File: src/spc_pkg.sv
// Constants, types and helpers for the serial interface control block
package spc_pkg;

   // Register port
   localparam int         ADDR_W     = 8;
   localparam int         DATA_W     = 8;
   localparam logic [7:0] OFF_CTRL   = 8'h28;
   localparam logic [7:0] OFF_SYSTEM_OPTIONS_TWO   = 8'h39;
   localparam logic [7:0] OFF_PORT_D_DIRECTION   = 8'h3a;
   localparam logic [7:0] OFF_ISTAT  = 8'h3c;
   localparam logic [7:0] OFF_IMASK  = 8'h3d;

   // Control register fields
   localparam int CTL_IRQ_EN     = 7;
   localparam int CTL_SYS_EN     = 6;
   localparam int CTL_OPEN_DRAIN = 5;
   localparam int CTL_MASTER     = 4;
   localparam int CTL_CLOCK_IDLE_POLARITY       = 3;
   localparam int CTL_CLOCK_PHASE_SELECT       = 2;
   localparam int CTL_RATE_HI    = 1;
   localparam int CTL_RATE_LO    = 0;
   localparam logic [7:0] CTRL_RESET = 8'h04;

   // Options two and direction register
   localparam int         SYSTEM_OPTIONS_TWO_RATE_EXT = 0;
   localparam logic [7:0] SYSTEM_OPTIONS_TWO_RESET    = 8'h00;
   localparam logic [7:0] PORT_D_DIRECTION_RESET    = 8'h00;
   localparam int         DDR_SPI_LSB   = 2;
   localparam int         DDR_SPI_MSB   = 5;

   // Interrupt status and mask layout
   localparam int         IRQ_DONE  = 0;
   localparam int         IRQ_FAULT = 1;
   localparam int         IRQ_W     = 2;
   localparam logic [1:0] IRQ_RESET = 2'h0;

   // Serial pins inside the group of four (port D bits 2..5)
   localparam int PIN_MISO = 0;
   localparam int PIN_MOSI = 1;
   localparam int PIN_SCK  = 2;
   localparam int PIN_SS   = 3;
   localparam int PIN_N    = 4;

   // Bus clock divide ratios indexed by the three rate bits
   localparam int HALF_W = 7;
   localparam logic [7:0] DIV_TABLE [0:7] = '{
      8'h02, 8'h04, 8'h10, 8'h20, 8'h08, 8'h10, 8'h40, 8'h80};

   typedef struct packed {
      logic enable;
      logic master;
      logic clock_idle_polarity;
      logic clock_phase_select;
   } spc_cfg_t;

   typedef struct packed {
      logic [3:0] out;
      logic [3:0] oe;
   } spc_pins_t;

   // Half of the serial clock period, in bus clocks
   function automatic logic [HALF_W-1:0] spc_half(input logic [2:0] rate);
      logic [7:0] ratio;
      ratio = DIV_TABLE[rate];
      return ratio[7:1];
   endfunction

endpackage

File: src/spc_ctrl.sv
// Control, pin steering and interrupt logic of the serial interface
//
// Chosen here: strobed register access.
`timescale 1ns/1ns
module spc_ctrl (
   // Clock and reset
   input  wire logic              clk_sys,
   input  wire logic              rst,
   input  wire logic              ce,
   // Register port
   input  wire logic [7:0]        reg_addr,
   input  wire logic [7:0]        reg_wdata,
   input  wire logic              reg_wr,
   input  wire logic              reg_rd,
   output logic [7:0]             reg_rdata,
   // Shift engine
   input  wire logic              xfer_done,
   input  wire logic              xfer_busy,
   input  wire logic              sck_drive,
   input  wire logic              mosi_drive,
   input  wire logic              miso_drive,
   output spc_pkg::spc_cfg_t      cfg,
   output logic                   half_tick,
   output logic [3:0]             pin_rx,
   // Port D general-purpose side, bits 5..2
   input  wire logic [3:0]        gp_data,
   // Port D pins 5..2
   input  wire logic [3:0]        pd_in,
   output spc_pkg::spc_pins_t     pd_drv,
   // Interrupt
   input  wire logic              cpu_irq_mask,
   output logic                   irq
);

   // Register state
   logic [7:0]                    ctrl_q;
   logic [7:0]                    ctrl_d;
   logic [7:0]                    system_options_two_q;
   logic [7:0]                    system_options_two_d;
   logic [7:0]                    port_d_direction_q;
   logic [7:0]                    port_d_direction_d;
   logic [spc_pkg::IRQ_W-1:0]     istat_q;
   logic [spc_pkg::IRQ_W-1:0]     istat_d;
   logic [spc_pkg::IRQ_W-1:0]     imask_q;
   logic [spc_pkg::IRQ_W-1:0]     imask_d;
   logic [7:0]                    rdata_q;
   logic [7:0]                    rdata_d;
   // Pin state
   logic [3:0]                    meta_q;
   logic [3:0]                    sync_q;
   spc_pkg::spc_pins_t            drv_q;
   spc_pkg::spc_pins_t            drv_d;
   // Decodes
   logic                          wr_ctrl;
   logic                          wr_system_options_two;
   logic                          wr_port_d_direction;
   logic                          wr_imask;
   logic                          rd_istat;
   logic                          sys_en;
   logic                          is_master;
   logic                          open_drain;
   logic                          fault;
   logic [2:0]                    rate;
   logic [3:0]                    ddr_spi;

   assign wr_ctrl  = reg_wr && (reg_addr == spc_pkg::OFF_CTRL);
   assign wr_system_options_two  = reg_wr && (reg_addr == spc_pkg::OFF_SYSTEM_OPTIONS_TWO);
   assign wr_port_d_direction  = reg_wr && (reg_addr == spc_pkg::OFF_PORT_D_DIRECTION);
   assign wr_imask = reg_wr && (reg_addr == spc_pkg::OFF_IMASK);
   assign rd_istat = reg_rd && (reg_addr == spc_pkg::OFF_ISTAT);

   assign sys_en     = ctrl_q[spc_pkg::CTL_SYS_EN];
   assign is_master  = ctrl_q[spc_pkg::CTL_MASTER];
   assign open_drain = ctrl_q[spc_pkg::CTL_OPEN_DRAIN];
   assign ddr_spi    = port_d_direction_q[spc_pkg::DDR_SPI_MSB:spc_pkg::DDR_SPI_LSB];
   // top rate bit from options two
   assign rate = {system_options_two_q[spc_pkg::SYSTEM_OPTIONS_TWO_RATE_EXT],
                  ctrl_q[spc_pkg::CTL_RATE_HI],
                  ctrl_q[spc_pkg::CTL_RATE_LO]};

   // fault input only with direction clear
   assign fault = sys_en && is_master && !ddr_spi[spc_pkg::PIN_SS]
                  && !sync_q[spc_pkg::PIN_SS];

   // polarity and phase to the shifter
   assign cfg = '{enable: sys_en,
                  master: is_master,
                  clock_idle_polarity:   ctrl_q[spc_pkg::CTL_CLOCK_IDLE_POLARITY],
                  clock_phase_select:   ctrl_q[spc_pkg::CTL_CLOCK_PHASE_SELECT]};

   // Register next values
   always_comb begin
      ctrl_d  = ctrl_q;
      system_options_two_d  = system_options_two_q;
      port_d_direction_d  = port_d_direction_q;
      imask_d = imask_q;
      istat_d = istat_q;
      if (wr_ctrl) begin
         ctrl_d = reg_wdata;
      end
      if (wr_system_options_two) begin
         system_options_two_d = reg_wdata;
      end
      if (wr_port_d_direction) begin
         port_d_direction_d = reg_wdata;
      end
      if (wr_imask) begin
         imask_d = reg_wdata[spc_pkg::IRQ_W-1:0];
      end
      if (fault) begin
         ctrl_d[spc_pkg::CTL_MASTER] = 1'b0;
         port_d_direction_d[spc_pkg::DDR_SPI_MSB:spc_pkg::DDR_SPI_LSB] = 4'h0;
      end
      // Read clears; a new event in that cycle still lands
      if (rd_istat) begin
         istat_d = '0;
      end
      if (xfer_done) begin
         istat_d[spc_pkg::IRQ_DONE] = 1'b1;
      end
      if (fault) begin
         istat_d[spc_pkg::IRQ_FAULT] = 1'b1;
      end
   end

   // Read data stands only in the cycle after the strobe
   always_comb begin
      rdata_d = 8'h00;
      if (reg_rd) begin
         case (reg_addr)
            spc_pkg::OFF_CTRL:  rdata_d = ctrl_q;
            spc_pkg::OFF_SYSTEM_OPTIONS_TWO:  rdata_d = system_options_two_q;
            spc_pkg::OFF_PORT_D_DIRECTION:  rdata_d = port_d_direction_q;
            spc_pkg::OFF_ISTAT: rdata_d = {6'h00, istat_q};
            spc_pkg::OFF_IMASK: rdata_d = {6'h00, imask_q};
            default:            rdata_d = 8'h00;
         endcase
      end
   end

   always_ff @(posedge clk_sys) begin
      if (rst) begin
         ctrl_q  <= spc_pkg::CTRL_RESET;
         system_options_two_q  <= spc_pkg::SYSTEM_OPTIONS_TWO_RESET;
         port_d_direction_q  <= spc_pkg::PORT_D_DIRECTION_RESET;
         istat_q <= spc_pkg::IRQ_RESET;
         imask_q <= spc_pkg::IRQ_RESET;
         rdata_q <= 8'h00;
      end else if (ce) begin
         ctrl_q  <= ctrl_d;
         system_options_two_q  <= system_options_two_d;
         port_d_direction_q  <= port_d_direction_d;
         istat_q <= istat_d;
         imask_q <= imask_d;
         rdata_q <= rdata_d;
      end
   end

   assign reg_rdata = rdata_q;

   // unmasked sticky event raises the line
   // gated by enable bit and CPU mask
   assign irq = ctrl_q[spc_pkg::CTL_IRQ_EN] && !cpu_irq_mask
                && |(istat_q & imask_q);

   // Pin next values
   always_comb begin
      drv_d = '{out: gp_data, oe: ddr_spi};
      if (sys_en) begin
         drv_d.oe  = 4'h0;
         drv_d.out = 4'h0;
         if (is_master) begin
            // outputs drive only with direction set
            // clock rests at polarity when idle
            drv_d.out[spc_pkg::PIN_MOSI] = mosi_drive;
            drv_d.out[spc_pkg::PIN_SCK]  = xfer_busy ? sck_drive
                                           : ctrl_q[spc_pkg::CTL_CLOCK_IDLE_POLARITY];
            drv_d.oe[spc_pkg::PIN_MOSI]  = ddr_spi[spc_pkg::PIN_MOSI];
            drv_d.oe[spc_pkg::PIN_SCK]   = ddr_spi[spc_pkg::PIN_SCK];
            drv_d.out[spc_pkg::PIN_SS]   = gp_data[spc_pkg::PIN_SS];
            drv_d.oe[spc_pkg::PIN_SS]    = ddr_spi[spc_pkg::PIN_SS];
         end else begin
            // Unselected slave keeps its data line released
            drv_d.out[spc_pkg::PIN_MISO] = miso_drive;
            drv_d.oe[spc_pkg::PIN_MISO]  = ddr_spi[spc_pkg::PIN_MISO]
                                           && !sync_q[spc_pkg::PIN_SS];
         end
      end
      if (open_drain) begin
         drv_d.oe  = drv_d.oe & ~drv_d.out;
         drv_d.out = 4'h0;
      end
   end

   always_ff @(posedge clk_sys) begin
      if (rst) begin
         meta_q <= 4'h0;
         sync_q <= 4'h0;
         drv_q  <= '0;
      end else if (ce) begin
         meta_q <= pd_in;
         sync_q <= meta_q;
         drv_q  <= drv_d;
      end
   end

   assign pd_drv = drv_q;
   assign pin_rx = sync_q;

   // slave role never runs the divider
   spc_rate_div u_rate_div (
      .clk_sys   (clk_sys),
      .rst       (rst),
      .ce        (ce),
      .run       (sys_en && is_master && xfer_busy),
      .rate      (rate),
      .half_tick (half_tick)
   );

   a_irq_gating: assert property (
      @(posedge clk_sys) disable iff (rst)
      irq |-> ctrl_q[spc_pkg::CTL_IRQ_EN] && !cpu_irq_mask)
      else $error("interrupt while disabled or masked");

   a_irq_on_done: assert property (
      @(posedge clk_sys) disable iff (rst)
      ce && xfer_done && !rd_istat ##1 imask_q[spc_pkg::IRQ_DONE]
      && ctrl_q[spc_pkg::CTL_IRQ_EN] && !cpu_irq_mask |-> irq)
      else $error("done event gave no interrupt");

   a_fault_clears: assert property (
      @(posedge clk_sys) disable iff (rst)
      ce && fault |=> !ctrl_q[spc_pkg::CTL_MASTER] && ddr_spi == 4'h0
      && istat_q[spc_pkg::IRQ_FAULT])
      else $error("mode fault did not clear role and directions");

   a_pins_released: assert property (
      @(posedge clk_sys) disable iff (rst)
      ce && !sys_en && !open_drain |=> pd_drv.oe == $past(ddr_spi)
      && pd_drv.out == $past(gp_data))
      else $error("disabled interface still steers pins");

   a_slave_inputs: assert property (
      @(posedge clk_sys) disable iff (rst)
      ce && sys_en && !is_master |=> pd_drv.oe[spc_pkg::PIN_SS:
      spc_pkg::PIN_MOSI] == 3'h0)
      else $error("slave drives an input pin");

   a_master_dir: assert property (
      @(posedge clk_sys) disable iff (rst)
      ce && sys_en && is_master && !ddr_spi[spc_pkg::PIN_SCK]
      |=> !pd_drv.oe[spc_pkg::PIN_SCK] && !pd_drv.oe[spc_pkg::PIN_MISO])
      else $error("master drives without direction bit");

   a_open_drain: assert property (
      @(posedge clk_sys) disable iff (rst)
      ce && open_drain |=> (pd_drv.oe & pd_drv.out) == 4'h0)
      else $error("open-drain pin drives high");

   a_sck_idle: assert property (
      @(posedge clk_sys) disable iff (rst)
      ce && sys_en && is_master && !xfer_busy && !open_drain
      && ddr_spi[spc_pkg::PIN_SCK]
      |=> pd_drv.oe[spc_pkg::PIN_SCK]
      && pd_drv.out[spc_pkg::PIN_SCK] == $past(cfg.clock_idle_polarity))
      else $error("idle clock not at polarity level");

   a_ctrl_readback: assert property (
      @(posedge clk_sys) disable iff (rst)
      ce && wr_ctrl && !fault ##1 ce && reg_rd
      && reg_addr == spc_pkg::OFF_CTRL
      |=> reg_rdata == $past(reg_wdata, 2))
      else $error("control register read back wrong");

   a_reset_vals: assert property (
      @(posedge clk_sys)
      rst |=> ctrl_q == spc_pkg::CTRL_RESET
      && !system_options_two_q[spc_pkg::SYSTEM_OPTIONS_TWO_RATE_EXT])
      else $error("control reset value wrong");

   a_rdata_idle: assert property (
      @(posedge clk_sys) disable iff (rst)
      ce && !reg_rd |=> reg_rdata == 8'h00)
      else $error("read data outside its cycle");

   // Set wins over a clearing read in the same cycle
   a_done_sticky: assert property (
      @(posedge clk_sys) disable iff (rst)
      ce && xfer_done |=> istat_q[spc_pkg::IRQ_DONE])
      else $error("done event lost");

   a_slave_no_tick: assert property (
      @(posedge clk_sys) disable iff (rst)
      ce && !is_master |=> !half_tick)
      else $error("divider ticks in slave role");

   a_pd5_input: assert property (
      @(posedge clk_sys) disable iff (rst)
      ce && sys_en && is_master && !ddr_spi[spc_pkg::PIN_SS]
      |=> !pd_drv.oe[spc_pkg::PIN_SS])
      else $error("fault input pin is driven");

endmodule

File: src/spc_rate_div.sv
// Serial clock rate divider producing half-period ticks
`timescale 1ns/1ns
module spc_rate_div (
   // Clock and reset
   input  wire logic       clk_sys,
   input  wire logic       rst,
   input  wire logic       ce,
   // Control
   input  wire logic       run,
   input  wire logic [2:0] rate,
   // Tick
   output logic            half_tick
);

   logic [spc_pkg::HALF_W-1:0] cnt_q;
   logic [spc_pkg::HALF_W-1:0] cnt_d;
   logic [spc_pkg::HALF_W-1:0] half;
   logic                       tick_q;
   logic                       tick_d;

   assign half      = spc_pkg::spc_half(rate);
   assign half_tick = tick_q;

   always_comb begin
      cnt_d  = cnt_q;
      tick_d = 1'b0;
      if (!run) begin
         cnt_d = '0;
      end else if (cnt_q >= half - 1'b1) begin
         cnt_d  = '0;
         tick_d = 1'b1;
      end else begin
         cnt_d = cnt_q + 1'b1;
      end
   end

   always_ff @(posedge clk_sys) begin
      if (rst) begin
         cnt_q  <= '0;
         tick_q <= 1'b0;
      end else if (ce) begin
         cnt_q  <= cnt_d;
         tick_q <= tick_d;
      end
   end

   a_tick_needs_run: assert property (
      @(posedge clk_sys) disable iff (rst)
      $rose(tick_q) |-> $past(run))
      else $error("rate tick without run");

   a_cnt_in_range: assert property (
      @(posedge clk_sys) disable iff (rst)
      run && ce |=> cnt_q < $past(half))
      else $error("divider count beyond half period");

endmodule

File: config.mk
export PLATFORM = sky130hd
export DESIGN_NAME = spc_ctrl
export DESIGN_NICKNAME = d
export VERILOG_FILES = /design/src/spc_pkg.sv /design/src/spc_ctrl.sv /design/src/spc_rate_div.sv
export SDC_FILE = /design/constraint.sdc
export NUM_CORES = 1
export LEC_CHECK = 0
export CAP_MARGIN = 20
export CORE_AREA = 2 2 63 88
export CTS_CLUSTER_DIAMETER = 150
export CTS_CLUSTER_SIZE = 12
export DETAILED_ROUTE_END_ITERATION = 8
export DIE_AREA = 0 0 65 90
export DONT_BUFFER_PORTS = 1
export GPL_TIMING_DRIVEN = 0
export PLACE_DENSITY_LB_ADDON = 0.05
export SYNTH_ARGS = -nofsm -noshare
export SYNTH_HDL_FRONTEND = slang
export SYNTH_SLANG_ARGS = --single-unit
File: constraint.sdc
create_clock -name clk_sys -period 7 [get_ports clk_sys]
set_clock_uncertainty 0.05 [all_clocks]
set_input_delay 0.7 -clock clk_sys [delete_from_list [all_inputs] [get_ports clk_sys]]
set_output_delay 0.7 -clock clk_sys [all_outputs]
set_load 0.05 [all_outputs]
==> flow_metrics.env, run 1 <==
export IMPL_synthArstFlopShare_pct=0
export IMPL_grt_overflow_total=0
export IMPL_dp_hpwl_um=5080
export IMPL_antenna_found_initial=0
export IMPL_hold_depth=1
export IMPL_p_clk_share_pct=49.0
export IMPL_start_util_pct=57.8
export IMPL_switching_share_pct=21.7
export IMPL_final_layout_size_suffix_gt1_share_pct=11.0
export IMPL_crit_cells=11
export IMPL_critPathTopFamily="compound AO/OA/AOI/OAI gates"
export IMPL_vdd_drop_max_uv=130
export IMPL_vias_per_cell=5.98
export IMPL_crit_fanout=10
export IMPL_arrival_ps=3430
export IMPL_finalCritPeriodShare_pct=46.4
export IMPL_r2r_end="u_rate_div.cnt_q[2]"
export IMPL_yosysWarnings=0
export IMPL_rsz0062_at_grt="false"
export IMPL_dp_cells=396
export IMPL_worst_slew_pin_slew_ps=824
export IMPL_yosysSeqAreaShare_pct=40.9
export IMPL_status="finished, final reports clean"
export IMPL_drt_wl_total_um=7140
export IMPL_r2r_cells=11
export IMPL_rows=31
export IMPL_insertion_delay_ps=340
export IMPL_drtIter0Drc=114
export IMPL_synthCells=330
export IMPL_final_nets=385
export IMPL_seq_area_mm2=0.00120
export IMPL_fmax_mhz=308
export IMPL_setup_slack_ps=3750
export IMPL_synth_area_per_cell_um2=8.90
export IMPL_cts_root_buf="clkbuf_8"
export IMPL_holdWs_ps=434
export IMPL_fin_cells=412
export IMPL_core_area_mm2=0.00508
export IMPL_io_pins=61
export IMPL_placed_area_mm2=0.00303
export IMPL_fin_util_pct=64.1
export IMPL_powerDensity_mw_per_mm2=232
export IMPL_min_from="reg_wdata[2]"
export IMPL_crit_type="register to register"
export IMPL_p_leak_nw=1.22
export IMPL_dp_slack_ps=3780
export IMPL_wire_per_inst_um=17.3
export IMPL_grt_use_total_pct=26.3
export IMPL_finalInstanceArea_mm2=0.00326
export IMPL_holdPathEnd="ctrl_q[2]"
export IMPL_period_needed_ps=3250
export IMPL_r2r_slack_ps=3750
export IMPL_diodes=0
export IMPL_ys_flop_type="dfxtp_1"
export IMPL_cts_resized_gates=0
export IMPL_dr_total_vias=2464
export IMPL_die_w_um=65
export IMPL_ant_nets=0
export IMPL_grt_pass1_vias=2456
export IMPL_die_area_mm2=0.00585
export IMPL_crit_top_cell="ha_1"
export IMPL_p_total_mw=0.755
export IMPL_drc=0
export IMPL_cts_hold_buf=0
export IMPL_intPower_mw=0.591
export IMPL_p_comb_share_pct=4.0
export IMPL_syn_nets=374
export IMPL_slowest_stage="o31ai_2"
export IMPL_numCtsBuffers=9
export IMPL_dieHeight_um=90
export IMPL_postCtsSetupBuffers=0
export IMPL_critPathCaptureType="register"
export IMPL_area_growth_synth_to_final_pct=10.9
export IMPL_multi_input_area_mm2=0.00160
export IMPL_startpoint_type="register"
export IMPL_cp_required_ps=7180
export IMPL_setup_violations=0
export IMPL_htreeDepth=3
export IMPL_switching_power_mw=0.163
export IMPL_slowest_delay_ps=650
export IMPL_routabilityCongestion=0.864
export IMPL_cts_buffer_depth=2
export IMPL_path_buf_inv=1
export IMPL_synth_cell_area_mm2=0.00294
export IMPL_io_buffers=0
export IMPL_grt_pass1_wl_um=11800
export IMPL_drtPass1Iterations=6
export IMPL_maxCapViolCount=0
export IMPL_hold_violations=0
export IMPL_clk_pin_slew_ps=70
export IMPL_min_path_type="primary input to register"
export IMPL_slew_violations=0
export IMPL_cts_sinks=60
export IMPL_grt_max_degree=11
export IMPL_slew_headroom_pct=44.8
export IMPL_synthDistinctLibCells=51
export IMPL_yosys_register_bits=60
export IMPL_r2r_start="system_options_two_q[0]"
export IMPL_pwr_share_seq_pct=47.0
export IMPL_cts_tree="yes"
export IMPL_fin_setup_tns_ps=0
export IMPL_crit_chain="clkbuf_1 -> or3_1 -> ha_1 -> mux2_2 -> nor2_1 -> a31oi_1 -> ha_1 -> nand4_1 -> o31ai_2 -> o32ai_1 -> a21o_1"
export IMPL_synth_edf_count=0
export IMPL_nFillCells=466
## logic make-up after synthesis
logic type	synth area share (%)
buffers and inverters	4.98
XOR/XNOR	1.19
AND/OR/NAND/NOR	22.1
flip-flops	40.9
AO/OA/AOI/OAI	15.9
adder cells (fa/ha/maj)	3.83
multiplexers	11.0
## cells in the final DEF, fill, tap and decap left out, drive strengths merged, types with 2 or more instances in the layout
master / Yosys / layout
dfxtp: 60 / 60
nor2: 54 / 54
mux2i: 29 / 29
nand2: 23 / 23
a21oi: 21 / 21
clkbuf: 10 / 21
a22oi: 13 / 13
o21ai: 12 / 12
inv: 11 / 11
buf: 11 / 11
ha: 9 / 9
nor3: 8 / 8
nor3b: 6 / 6
nand4: 5 / 5
nand3: 4 / 4
or3: 4 / 4
nand2b: 4 / 4
a32oi: 4 / 4
mux2: 3 / 3
bufinv: 0 / 3
o31ai: 3 / 3
nor4: 3 / 3
xor2: 2 / 2
a211o: 2 / 2
nor2b: 2 / 2
nand3b: 2 / 2
or2: 2 / 2
and3: 2 / 2
xnor2: 2 / 2
a22o: 2 / 2
o2bb2ai: 2 / 2
o22a: 2 / 2
clkinv: 0 / 2
## synthesized netlist by cell type (2+ instances only)
library cell | number | area share, %
nand2b_1 | 4 | 0.85
nor3b_1 | 4 | 1.0
nand3_1 | 4 | 0.68
buf_1 | 2 | 0.26
or2_2 | 2 | 0.43
clkbuf_1 | 10 | 1.3
nor2_1 | 54 | 6.9
o31ai_1 | 2 | 0.51
nor3_1 | 6 | 1.0
xor2_1 | 2 | 0.60
o2bb2ai_1 | 2 | 0.60
and3_1 | 2 | 0.43
nor3b_2 | 2 | 0.85
ha_1 | 9 | 3.8
o22a_1 | 2 | 0.60
a22oi_1 | 13 | 3.3
buf_2 | 3 | 0.51
a21oi_1 | 21 | 3.6
inv_1 | 10 | 1.3
a211o_1 | 2 | 0.60
or3_1 | 4 | 0.85
xnor2_1 | 2 | 0.60
mux2i_1 | 29 | 9.9
nand3b_1 | 2 | 0.51
nand2_1 | 23 | 2.9
nor3_4 | 2 | 1.1
mux2_2 | 3 | 1.1
nor4_1 | 2 | 0.43
nor2b_1 | 2 | 0.43
o21ai_0 | 12 | 2.0
nand4_1 | 5 | 1.1
a22o_1 | 2 | 0.60
buf_4 | 6 | 1.5
a32oi_1 | 4 | 1.2
dfxtp_1 | 60 | 41
## sequential cells by signal, indices dropped and copies added (netlist names)
signal / count
u_rate_div.half_tick: 1
ctrl_q: 8
u_rate_div.cnt_q: 7
port_d_direction_q: 8
reg_rdata: 8
pin_rx: 4
system_options_two_q: 8
istat_q: 2
meta_q: 4
pd_drv: 8
imask_q: 2
## area by class of cell
type | instances | area share (%)
clock buffers | 11 | 4.03
clock inverters | 5 | 3.07
inverters | 11 | 1.27
flip-flops and latches | 60 | 36.9
multi-input cells | 238 | 49.0
well taps | 66 | 2.54
plain buffers | 21 | 3.23
## power by group through the flow
| stage | logic [mW] | clock network (mW) | registers (mW) |
|---|---|---|---|
| after floorplan | 0.0228 | 0 | 0.362 |
| after global placement | 0.0295 | 0 | 0.363 |
| after detailed placement | 0.0298 | 0 | 0.363 |
| after CTS | 0.0299 | 0.374 | 0.355 |
| after global routing | 0.0331 | 0.395 | 0.355 |
| final | 0.0300 | 0.370 | 0.355 |
## worst reg2reg max path, stage by stage, from the launching register on
cell and delay (ps):
dfxtp_1 300, clkbuf_1 190, or3_1 450, ha_1 270, mux2_2 290, nor2_1 80, a31oi_1 50, ha_1 320
nand4_1 110, o31ai_2 650, o32ai_1 190, a21o_1 200
## layer usage
| layer | wire length [um] | GRT usage [%] | vias up |
|---|---|---|---|
| li1 | - | - | 1201 |
| met1 | 3020 | 31.5 | 1167 |
| met2 | 3460 | 41.9 | 77 |
| met3 | 452 | 8.89 | 19 |
| met4 | 199 | 12.1 | 0 |
| met5 | 0 | 0 | - |
## worst max path at each step
stage	start	end
6_report	system_options_two_q[0]	u_rate_div.cnt_q[2]
5_1_grt	system_options_two_q[0]	u_rate_div.cnt_q[2]
4_1_cts	system_options_two_q[0]	u_rate_div.cnt_q[2]
3_5_place_dp	system_options_two_q[0]	u_rate_div.cnt_q[2]
3_3_place_gp	system_options_two_q[0]	u_rate_div.cnt_q[2]
2_1_floorplan	system_options_two_q[0]	u_rate_div.cnt_q[0]
Power figures use the tool's default switching activity.
==> run 2: changes to the inputs <==
==> constraint.sdc (replaced) <==
create_clock -name clk_sys -period 3.3 [get_ports clk_sys]
set_clock_uncertainty 0.05 [all_clocks]
set_input_delay 0.33 -clock clk_sys [delete_from_list [all_inputs] [get_ports clk_sys]]
set_output_delay 0.33 -clock clk_sys [all_outputs]
set_load 0.05 [all_outputs]
==> flow_metrics.env, run 2 (synthesis gave the netlist of run 1 again) <==
export IMPL_cp_required_ps=3520
export IMPL_grt_max_degree=11
export IMPL_dr_total_vias=2465
export IMPL_min_from="reg_wdata[2]"
export IMPL_cts_buffer_depth=2
export IMPL_clk_pin_slew_ps=70
export IMPL_slew_headroom_pct=44.8
export IMPL_period_needed_ps=3050
export IMPL_startpoint_type="register"
export IMPL_postCtsSetupBuffers=0
export IMPL_p_leak_nw=1.22
export IMPL_dr_wl_met2_um=3490
export IMPL_vdd_drop_max_uv=275
export IMPL_holdPathEnd="ctrl_q[2]"
export IMPL_drtIter0Drc=137
export IMPL_die_w_um=65
export IMPL_final_layout_size_suffix_gt1_share_pct=11.3
export IMPL_hold_depth=1
export IMPL_rsz0062_at_grt="false"
export IMPL_vias_per_cell=6.01
export IMPL_die_area_mm2=0.00585
export IMPL_r2r_start="system_options_two_q[0]"
export IMPL_p_comb_share_pct=4.0
export IMPL_finalInstanceArea_mm2=0.00326
export IMPL_powerDensity_mw_per_mm2=491
export IMPL_finalCritPeriodShare_pct=92.5
export IMPL_setup_violations=0
export IMPL_cts_root_buf="clkbuf_8"
export IMPL_switching_power_mw=0.346
export IMPL_drc=0
export IMPL_nFillCells=459
export IMPL_r2r_cells=11
export IMPL_r2r_slack_ps=250
export IMPL_intPower_mw=1.25
export IMPL_critPathCaptureType="register"
export IMPL_arrival_ps=3270
export IMPL_diodes=0
export IMPL_cts_tree="yes"
export IMPL_dieHeight_um=90
export IMPL_slew_violations=0
export IMPL_seq_area_mm2=0.00120
export IMPL_crit_fanout=10
export IMPL_fmax_mhz=328
export IMPL_numCtsBuffers=9
export IMPL_pwr_share_seq_pct=47.0
export IMPL_htreeDepth=3
export IMPL_r2r_end="u_rate_div.cnt_q[0]"
export IMPL_placed_area_mm2=0.00303
export IMPL_io_pins=61
export IMPL_drtPass1Iterations=6
export IMPL_core_area_mm2=0.00508
export IMPL_cts_sinks=60
export IMPL_hold_violations=0
export IMPL_grt_use_total_pct=26.3
export IMPL_ant_nets=0
export IMPL_fin_setup_tns_ps=0
export IMPL_grt_overflow_total=0
export IMPL_met3WireLength_um=452
export IMPL_start_util_pct=57.8
export IMPL_routabilityCongestion=0.864
export IMPL_wire_per_inst_um=17.5
export IMPL_grt_pass1_wl_um=11800
export IMPL_maxCapViolCount=0
export IMPL_dp_hpwl_um=5080
export IMPL_io_buffers=0
export IMPL_min_path_type="primary input to register"
export IMPL_final_nets=383
export IMPL_status="finished, final reports clean"
export IMPL_final_cell_mix="60 x dfxtp_1, 54 x nor2_1, 29 x mux2i_1"
export IMPL_insertion_delay_ps=340
export IMPL_p_clk_share_pct=49.0
export IMPL_worst_slew_pin_slew_ps=824
export IMPL_crit_type="register to register"
export IMPL_area_growth_synth_to_final_pct=11.0
export IMPL_switching_share_pct=21.6
export IMPL_grt_pass1_vias=2456
export IMPL_mostFrequentLayoutCell="dfxtp_1"
export IMPL_antenna_found_initial=0
export IMPL_topRoutingLayerUsed="met4"
export IMPL_met1_length_um=3000
export IMPL_multi_input_area_mm2=0.00161
export IMPL_rows=31
export IMPL_drt_wl_total_um=7160
==> run 2: cell count changes in the layout (fill, tap and decap cells not counted) <==
cell      delta
o31ai_2      -1
clkbuf_1     -2
a21oi_2      +1
o31ai_4      +1
a21oi_1      -1
==> run 2: how the worst max path moves through the flow <==
stage	startpoint	endpoint	cells past startpoint
floorplan	system_options_two_q[0]	u_rate_div.cnt_q[0]	12
global placement	system_options_two_q[0]	u_rate_div.cnt_q[2]	11
global route	system_options_two_q[0]	u_rate_div.cnt_q[0]	11
CTS	system_options_two_q[0]	u_rate_div.cnt_q[2]	11
detailed placement	system_options_two_q[0]	u_rate_div.cnt_q[2]	11
finish	system_options_two_q[0]	u_rate_div.cnt_q[0]	11
==> run 2: what timing repair did <==
action / CTS / global route
resized for setup: 0 / 2
hold buffers: 0 / 0
endpoints found under the setup margin: 0 / 8
==> run 2: power groups by stage <==
| stage | registers, mW | clock network (mW) | logic [mW] |
|---|---|---|---|
| 2_1_floorplan | 0.768 | 0 | 0.0483 |
| 3_3_place_gp | 0.769 | 0 | 0.0626 |
| 3_5_place_dp | 0.769 | 0 | 0.0633 |
| 4_1_cts | 0.753 | 0.794 | 0.0635 |
| 5_1_grt | 0.753 | 0.838 | 0.0704 |
| 6_report | 0.753 | 0.784 | 0.0637 |
==> run 2: routing by layer <==
layer | vias up | track usage (%)
li1 | 1198 | -
met1 | 1167 | 31.5
met2 | 79 | 41.9
met3 | 21 | 8.89
met4 | 0 | 12.1
met5 | - | 0
==> run 2: worst max-delay path: stages, from the launching register on <==
cell and delay (ps):
dfxtp_1 400, or3_1 440, ha_1 270, mux2_2 290, nor2_1 80, a31oi_1 50, ha_1 310, a211o_1 270
a21oi_2 160, o31ai_4 150, or3_1 370, a21oi_1 130
==> run 2: final cells by class <==
cell class / count / area share (%)
Sequential cell: 60 / 36.8
Clock inverter: 5 / 3.07
Buffer: 19 / 2.99
Multi-Input combinational cell: 238 / 49.3
Inverter: 11 / 1.27
Clock buffer: 11 / 4.03
Tap cell: 66 / 2.53
==> run 2: per-stage QoR <==
| step | utilization [%] | cells | hold slack (ps) | setup WS [ps] | power, mW |
|---|---|---|---|---|---|
| after floorplan | - | 330 | 398 | 411 | 0.816 |
| after global placement | 59.4 | 396 | 404 | 117 | 0.832 |
| after detailed placement | 59.5 | 396 | 412 | 80.6 | 0.833 |
| after CTS | 64.1 | 412 | 61.6 | 57.6 | 1.61 |
| after global routing | 64.2 | 410 | 46.2 | 20.4 | 1.66 |
| final | 64.2 | 410 | 64.2 | 248 | 1.60 |
